### config.mk
export PLATFORM = sky130hd
export DESIGN_NAME = xor_registered_logic_array
export DESIGN_NICKNAME = d
export VERILOG_FILES = /design/src/include/xor_array_pkg.sv /design/src/hw/product_term.sv /design/src/hw/xor_registered_logic_array.sv
export VERILOG_INCLUDE_DIRS = /design/src /design/src/include
export SDC_FILE = /design/constraint.sdc
export NUM_CORES = 2
export LEC_CHECK = 0
export BUFFER_PORTS_ARGS = -buffer_cell sky130_fd_sc_hd__clkbuf_2
export CORE_MARGIN = 8
export CORE_UTILIZATION = 45
export CTS_CLUSTER_DIAMETER = 100
export DETAILED_ROUTE_END_ITERATION = 6
export GPL_TIMING_DRIVEN = 0
export SYNTH_ARGS = -nofsm -noshare
export SYNTH_HDL_FRONTEND = slang
export SYNTH_SLANG_ARGS = --single-unit
export TNS_END_PERCENT = 5
### constraint.sdc
create_clock -name mclk_i -period 3.5 [get_ports mclk_i]
set_input_delay 0 -clock mclk_i [delete_from_list [all_inputs] [get_ports mclk_i]]
set_output_delay 0 -clock mclk_i [all_outputs]
set_load 0.01 [all_outputs]
### src/include/xor_array_defs.svh
// Function
// - Twenty inputs, true and inverted, feed one AND plane; fixed ORs give ten outputs.
// - Each output is combinatorial or passes an XOR into a D flip-flop.
// - The XOR joins two sums so a state bit can hold or toggle.
// - Registered outputs feed their state back into the AND plane.
// - Outputs are three-state and pins can act as bidirectional lines.
// - All output flip-flops clear on a rising clock edge while reset_i is high.
// - Testers may preload the output flip-flops directly without sequencing.
// - A blown security fuse refuses further verification readback of the pattern.
// - A product term is true only when every still-connected line is high.
// - A term connected to both phases of one input stays low, as unprogrammed.
`ifndef XOR_ARRAY_DEFS_SVH
`define XOR_ARRAY_DEFS_SVH

`define ARRAY_INPUTS 20
`define LINE_COUNT 40
`define OUTPUT_COUNT 10
`define DEDICATED_INPUTS 10
`define TERMS_PER_OUTPUT 5
`define TERM_ROWS 50
`define ROW_ADDR_BITS 6
`define MODE_ROW 6'h32
`define OE_TERM 0
`define SUM_A_FIRST 1
`define SUM_B_FIRST 3
`define PIN_SYNC_WIDTH 21
`define REG_RESET_VALUE 10'h000
`define MODE_BLANK_VALUE 10'h000
`define ROW_INTACT_VALUE 40'hFFFFFFFFFF
`define SECURE_RESET_VALUE 1'b0

`endif

### src/include/xor_array_pkg.sv
`include "xor_array_defs.svh"

package xor_array_pkg;

    typedef enum logic {
        OUT_COMB,
        OUT_REG
    } out_mode_type;

    typedef struct packed {
        logic write;
        logic [`ROW_ADDR_BITS-1:0] row;
        logic [`LINE_COUNT-1:0] data;
    } fuse_write_type;

    typedef struct packed {
        logic read;
        logic [`ROW_ADDR_BITS-1:0] row;
    } fuse_read_type;

    typedef struct packed {
        logic valid;
        logic refused;
        logic [`LINE_COUNT-1:0] data;
    } fuse_answer_type;

endpackage

### src/hw/product_term.sv
`timescale 1ns/1ps
`default_nettype none

module product_term #(
    parameter int LINES = 40
) (
    // Array lines and the fuse row for this term
    input wire logic [LINES-1:0] lines_i,
    input wire logic [LINES-1:0] intact_i,
    // Term result
    output logic term_o
);

    // A blown fuse (0) forces its line to read as high, so only connected lines count.
    // Both phases of one input connected can never both be high, so the term stays low.
    assign term_o = &(lines_i | ~intact_i);

endmodule

`default_nettype wire

### src/hw/xor_registered_logic_array.sv
`timescale 1ns/1ps
`default_nettype none
`include "xor_array_defs.svh"

module xor_registered_logic_array (
    // Clock and power-up reset
    input wire logic mclk_i,
    input wire logic reset_i,
    // Dedicated input pins and the register output-enable pin
    input wire logic [`DEDICATED_INPUTS-1:0] in_pin_i,
    input wire logic reg_oe_n_i,
    // Output pins, three signals each
    input wire logic [`OUTPUT_COUNT-1:0] io_in_i,
    output logic [`OUTPUT_COUNT-1:0] io_out_o,
    output logic [`OUTPUT_COUNT-1:0] io_oe_o,
    // Register preload for test
    input wire logic preload_i,
    input wire logic [`OUTPUT_COUNT-1:0] preload_data_i,
    // Fuse programming, verification and security
    input wire logic blank_i,
    input wire xor_array_pkg::fuse_write_type fuse_write_i,
    input wire xor_array_pkg::fuse_read_type fuse_read_i,
    input wire logic secure_blow_i,
    output xor_array_pkg::fuse_answer_type fuse_answer_o,
    output logic secure_o,
    output logic write_refused_o
);

    ////////////////////////////////////////////////////////////////////////////
    // Fuse storage

    // Fuses are nonvolatile, so reset leaves them alone; only blank_i restores
    // the unprogrammed die, where every fuse is intact.
    logic [`LINE_COUNT-1:0] fuse_mem [`TERM_ROWS];
    logic [`OUTPUT_COUNT-1:0] mode_reg;
    logic secure_reg;

    wire write_ok = fuse_write_i.write & ~secure_reg;
    wire write_term = write_ok & (fuse_write_i.row < `ROW_ADDR_BITS'(`TERM_ROWS));
    wire write_mode = write_ok & (fuse_write_i.row == `MODE_ROW);

    always_ff @(posedge mclk_i) begin
        if (blank_i) begin
            for (int r = 0; r < `TERM_ROWS; r++) begin
                fuse_mem[r] <= `ROW_INTACT_VALUE;
            end
        end else if (write_term) begin
            fuse_mem[fuse_write_i.row] <= fuse_write_i.data;
        end
    end

    always_ff @(posedge mclk_i) begin
        if (blank_i) begin
            mode_reg <= `MODE_BLANK_VALUE;
            secure_reg <= `SECURE_RESET_VALUE;
        end else begin
            if (write_mode) begin
                mode_reg <= fuse_write_i.data[`OUTPUT_COUNT-1:0];
            end
            if (secure_blow_i) begin
                secure_reg <= 1'b1;
            end
        end
    end

    assign secure_o = secure_reg;

    ////////////////////////////////////////////////////////////////////////////
    // Verification readback

    xor_array_pkg::fuse_answer_type answer_reg;
    xor_array_pkg::fuse_answer_type answer_next;
    logic refused_reg;

    wire read_ok = fuse_read_i.read & ~secure_reg;
    wire read_mode = fuse_read_i.row == `MODE_ROW;
    wire read_term = fuse_read_i.row < `ROW_ADDR_BITS'(`TERM_ROWS);
    wire [`LINE_COUNT-1:0] read_mode_data = {{(`LINE_COUNT-`OUTPUT_COUNT){1'b0}}, mode_reg};
    wire [`LINE_COUNT-1:0] read_term_data = read_term ? fuse_mem[fuse_read_i.row] : '0;

    always_comb begin
        answer_next.valid = read_ok;
        answer_next.refused = fuse_read_i.read & secure_reg;
        // A refused read returns zeros so nothing of the pattern leaks.
        answer_next.data = '0;
        if (read_ok) begin
            answer_next.data = read_mode ? read_mode_data : read_term_data;
        end
    end

    always_ff @(posedge mclk_i) begin
        if (reset_i) begin
            answer_reg <= '0;
            refused_reg <= 1'b0;
        end else begin
            answer_reg <= answer_next;
            refused_reg <= fuse_write_i.write & secure_reg;
        end
    end

    assign fuse_answer_o = answer_reg;
    assign write_refused_o = refused_reg;

    ////////////////////////////////////////////////////////////////////////////
    // Pin input conditioning

    // A pin level is accepted only once the second and third stages agree,
    // which costs four cycles of latency but rejects single-cycle glitches.
    logic [`PIN_SYNC_WIDTH-1:0] sync1_reg;
    logic [`PIN_SYNC_WIDTH-1:0] sync2_reg;
    logic [`PIN_SYNC_WIDTH-1:0] sync3_reg;
    logic [`PIN_SYNC_WIDTH-1:0] pin_reg;

    wire [`PIN_SYNC_WIDTH-1:0] pin_raw = {reg_oe_n_i, io_in_i, in_pin_i};
    wire [`PIN_SYNC_WIDTH-1:0] agree = ~(sync2_reg ^ sync3_reg);
    wire [`PIN_SYNC_WIDTH-1:0] pin_next = (agree & sync3_reg) | (~agree & pin_reg);

    always_ff @(posedge mclk_i) begin
        if (reset_i) begin
            sync1_reg <= '0;
            sync2_reg <= '0;
            sync3_reg <= '0;
            pin_reg <= '0;
        end else begin
            sync1_reg <= pin_raw;
            sync2_reg <= sync1_reg;
            sync3_reg <= sync2_reg;
            pin_reg <= pin_next;
        end
    end

    wire [`DEDICATED_INPUTS-1:0] in_level = pin_reg[`DEDICATED_INPUTS-1:0];
    wire [`OUTPUT_COUNT-1:0] io_level = pin_reg[`DEDICATED_INPUTS +: `OUTPUT_COUNT];
    wire reg_oe_n_level = pin_reg[`PIN_SYNC_WIDTH-1];

    ////////////////////////////////////////////////////////////////////////////
    // AND plane

    logic [`OUTPUT_COUNT-1:0] state_reg;

    // Registered outputs feed back their own state; combinatorial ones read
    // their pin, so an undriven pin can serve as an extra input.
    wire [`OUTPUT_COUNT-1:0] feedback = (mode_reg & state_reg) | (~mode_reg & io_level);
    wire [`ARRAY_INPUTS-1:0] array_in = {feedback, in_level};
    logic [`LINE_COUNT-1:0] lines;
    logic [`TERM_ROWS-1:0] terms;

    always_comb begin
        for (int k = 0; k < `ARRAY_INPUTS; k++) begin
            lines[2*k] = array_in[k];
            lines[2*k+1] = ~array_in[k];
        end
    end

    for (genvar t = 0; t < `TERM_ROWS; t++) begin : g_term
        product_term #(
            .LINES(`LINE_COUNT)
        ) u_term (
            .lines_i(lines),
            .intact_i(fuse_mem[t]),
            .term_o(terms[t])
        );
    end

    ////////////////////////////////////////////////////////////////////////////
    // OR, XOR and output stage

    logic [`OUTPUT_COUNT-1:0] sum_a;
    logic [`OUTPUT_COUNT-1:0] sum_b;
    logic [`OUTPUT_COUNT-1:0] term_oe;

    always_comb begin
        for (int o = 0; o < `OUTPUT_COUNT; o++) begin
            term_oe[o] = terms[o*`TERMS_PER_OUTPUT + `OE_TERM];
            sum_a[o] = terms[o*`TERMS_PER_OUTPUT + `SUM_A_FIRST]
                | terms[o*`TERMS_PER_OUTPUT + `SUM_A_FIRST + 1];
            sum_b[o] = terms[o*`TERMS_PER_OUTPUT + `SUM_B_FIRST]
                | terms[o*`TERMS_PER_OUTPUT + `SUM_B_FIRST + 1];
        end
    end

    // One sum picks the bit, the other decides whether to invert it: with a
    // feedback term in one sum the state holds or toggles.
    wire [`OUTPUT_COUNT-1:0] xor_result = sum_a ^ sum_b;
    wire [`OUTPUT_COUNT-1:0] comb_result = sum_a | sum_b;
    wire [`OUTPUT_COUNT-1:0] state_next = preload_i ? preload_data_i : xor_result;

    logic [`OUTPUT_COUNT-1:0] out_reg;
    logic [`OUTPUT_COUNT-1:0] oe_reg;
    wire [`OUTPUT_COUNT-1:0] out_next = (mode_reg & state_next) | (~mode_reg & comb_result);
    wire [`OUTPUT_COUNT-1:0] oe_next = (mode_reg & {`OUTPUT_COUNT{~reg_oe_n_level}})
        | (~mode_reg & term_oe);

    // Every flip-flop loads on the same rising edge; combinatorial outputs
    // also pass a flop here so the pins never carry array glitches.
    always_ff @(posedge mclk_i) begin
        if (reset_i) begin
            state_reg <= `REG_RESET_VALUE;
            out_reg <= `REG_RESET_VALUE;
            oe_reg <= '0;
        end else begin
            state_reg <= state_next;
            out_reg <= out_next;
            oe_reg <= oe_next;
        end
    end

    assign io_out_o = out_reg;
    assign io_oe_o = oe_reg;

endmodule

`default_nettype wire

==> summary.txt <==
STA
  – Final WS setup: -0.553 ns
  – Slew Viols, Final: 76
  – Max Clk Rate: 247 MHz
  – RSZ-0062 raised after global routing: true
  – Tcrit/Tclk final: 116%
  – Slew @ Worst Pin: 1.65 ns
  – Minimum clock period: 4.05 ns
  – Final setup viols: 397
  – Hold Vio Cnt, Final: 0
  – Final setup TNS: -41.25 ns
  – Clock skew: 0.0635 ns
  – Relative slew margins: -9.92%

Finish
  – Commonest non-fill, non-tap cell in the layout: edfxtp_1
  – Commonest non-fill, non-tap cells in the layout: 2536 x edfxtp_1, 1601 x or2_2, 1028 x mux2i_1, 536 x conb_1, 528 x mux4_2
  – Largest register FFs: 2536
  – Layout Utilization: 53.8%
  – Nets@finish: 10300
  – Largest Register: fuse_mem
  – Fin cells: 14300
  – Layout cells sized above 1: 35.4%
  – Synth-to-Final Area Change: 19.1%

CTS
  – Clock transition at path regs: 0.06 ns
  – Root buf cell: clkbuf_16
  – Worst skew pair latency: 0.97 ns
  – CTS Buf Count: 309
  – Clock sink count: 2704
  – TritonCTS clock tree: done
  – Max Root-Sink Buffers: 4
  – H-tree depth: 5

Pwr
  – Design Power: 0.0766 W
  – PwrDens: 496 nW/µm²
  – Leak Pwr: 48.5 nW
  – Max VDD drop: 494 µV

Worst setup path
  – CP delay by family, top: buffers and inverters
  – CP Class: in -> reg
  – Arrival @ worst endpoint: 4.84 ns
  – Slowest CP cell: buf_2
  – CP max FO: 10
  – Cells along the critical path: clkbuf_2 -> buf_2 -> buf_2 -> buf_2 -> buf_12 -> buf_2 -> a31oi_1 -> o31ai_4
  – Startpoint types: primary input
  – Setup crit end kind: register
  – Largest stage delay on the critical path: 0.73 ns
  – WP data required: 4.29 ns
  – Worst path bufs/invs: 6
  – CP most frequent cell: buf_2

Global route
  – Pin count of the biggest net entering global routing: 41
  – GRT overflow: 0
  – GRT Overall Usage: 45.9%
  – Global-route wire length before repair: 904000 µm
  – Vias in the first global route: 88500
  – Initial antenna violation count: 144

Synthesis
  – Avg Synthesized Cell Area: 14.6 µm²
  – Post-synthesis sequential area ratio: 61.3%
  – Post-Syn Instances: 8917
  – Async SR Flop Fraction: 0%
  – Xor-xnor portion of the synthesized cell area: 0%
  – Synth Area in Compound Gates: 3.09%
  – Synth cell types: 69
  – Top_reg_cell synth: edfxtp_1
  – Simple-gate area share of the yosys netlist: 13.8%
  – Post-synth EDFFs: 2536
  – Synthesis warning total: 0
  – Mux contribution to synthesized area: 18.9%
  – Largest family of logic cells by synthesized area: multiplexers
  – Synth Area in Adders: 0.0964%
  – Synthesized flop and latch total: 2704
  – Synthesized cell area: 130000 µm²

Route
  – DRC: 12
  – Routed vias/inst: 6.72
  – Starting DRT DRC Count: 17900
  – Remaining antenna violation count: 0
  – Per-cell routed wire length: 50.9 µm
  – Final WL: 728000 µm
  – Vias: 96200
  – Drt first pass iters: 7

Floorplanning
  – Core area: 287000 µm²
  – Die X-Extent: 553 µm
  – Die height: 553 µm
  – Die area: 306000 µm²
  – Initial Util: 45.2%
  – # IOs: 154
  – Number of cell rows: 197

Status
  – Violated checks: design-rule violations, max-capacitance violations, max-slew violations, negative setup slack
  – Status: finished with violations

Placed design
  – Placed cells: 13500
  – Port Buf Inserts: 144
  – Detailed Place HPWL: 566000 µm
  – RD Place Congestion: 1.08

Worst hold path
  – Hold Crit Class: in -> reg

Flow run
  – # Max-Cap Violations: 9
cell usage after synthesis (48+ instances only):
cell type / count / area [µm²]
edfxtp_1: 2536 / 76200
nand4_1: 202 / 1260
buf_4: 57 / 428
a21oi_1: 102 / 510
nor2_1: 233 / 875
nand3_1: 49 / 245
nor3_1: 48 / 240
buf_2: 147 / 736
nor2b_1: 150 / 938
o221ai_1: 52 / 455
a211o_1: 60 / 526
or3_1: 58 / 363
nand2b_1: 412 / 2580
clkbuf_1: 536 / 2010
a211oi_1: 61 / 458
or2_2: 1610 / 10100
mux4_2: 528 / 11900
mux2_2: 89 / 1000
nand2_1: 211 / 792
o22ai_1: 94 / 588
dfxtp_1: 168 / 3360
mux2i_1: 1161 / 11600
final cells by class:
class	count	area (µm²)
clock buffers	430	8560
plain buffers	796	4920
well taps	3781	4730
flip-flops and latches	2704	79600
fillers	23900	133000
clock inverters	133	1380
diodes	87	218
repair buffers	435	4440
multi-input cells	5934	50700
inverters	8	30.0
worst reg2reg max path: cells and delay by family, from the launching register on:
| kind | cells | cell delay [ns] |
|---|---|---|
| buffers and inverters | 4 | 1.02 |
| muxes | 3 | 0.94 |
| and+or+nand+nor | 3 | 0.55 |
| AOI/OAI and AO/OA | 1 | 0.50 |
| adders and majority gates | 1 | 0.35 |
| DFF | 1 | 0.34 |
path summary, 6_finish.rpt:
check               startpoint                 to  slack, ns  cells after the start
min reg2reg      sync1_reg[10]      sync2_reg[10]       0.44                      1
min          preload_data_i[7]       state_reg[7]       0.03                      4
max reg2reg        mode_reg[3]        io_out_o[9]      -0.34                     12
max             fuse_read_i[3]  fuse_answer_o[38]      -0.55                      8
power by group:
group          switching, W  internal [W]
Combinational       0.00524       0.00177
Clock                0.0143        0.0187
Sequential         0.000381        0.0362
Total                0.0199        0.0567
what timing repair did:
action	CTS	global route
setup endpoints to repair	918	446
pin swaps	54	36
setup buffers	42	24
hold buffers	118	0
endpoints found under the hold margin	654	0
gates cloned	5	0
resized for setup	679	102
stage by stage:
stage	hold WS, ns	cell area, µm²	setup WS [ns]
after floorplan	0.0989	132000	0.559
after global placement	0.210	137000	-5.00
after detailed placement	0.212	140000	-3.28
after CTS	0.00428	154000	-0.211
after global routing	0.0381	154000	-0.206
final	0.0324	155000	-0.553
cells by family (layout without fill, tap and decap cells):
logic type,count (synthesis),count (layout)
buffers and inverters,818,1802
other,1,623
multiplexers,1783,1783
adder cells (fa/ha/maj),10,10
flip-flops,2704,2704
AO/OA/AOI/OAI,565,565
AND/OR/NAND/NOR,3036,3040
routing by layer:
metal,vias to the layer above,global-route usage [%],share of wire [%]
met3,2098,18.1,14
met5,-,0.266,0.11
met4,32,39.7,11
met2,8728,64.6,41
li1,35800,-,-
met1,49600,54.8,34
No activity file was read; power rests on OpenSTA's default activity.
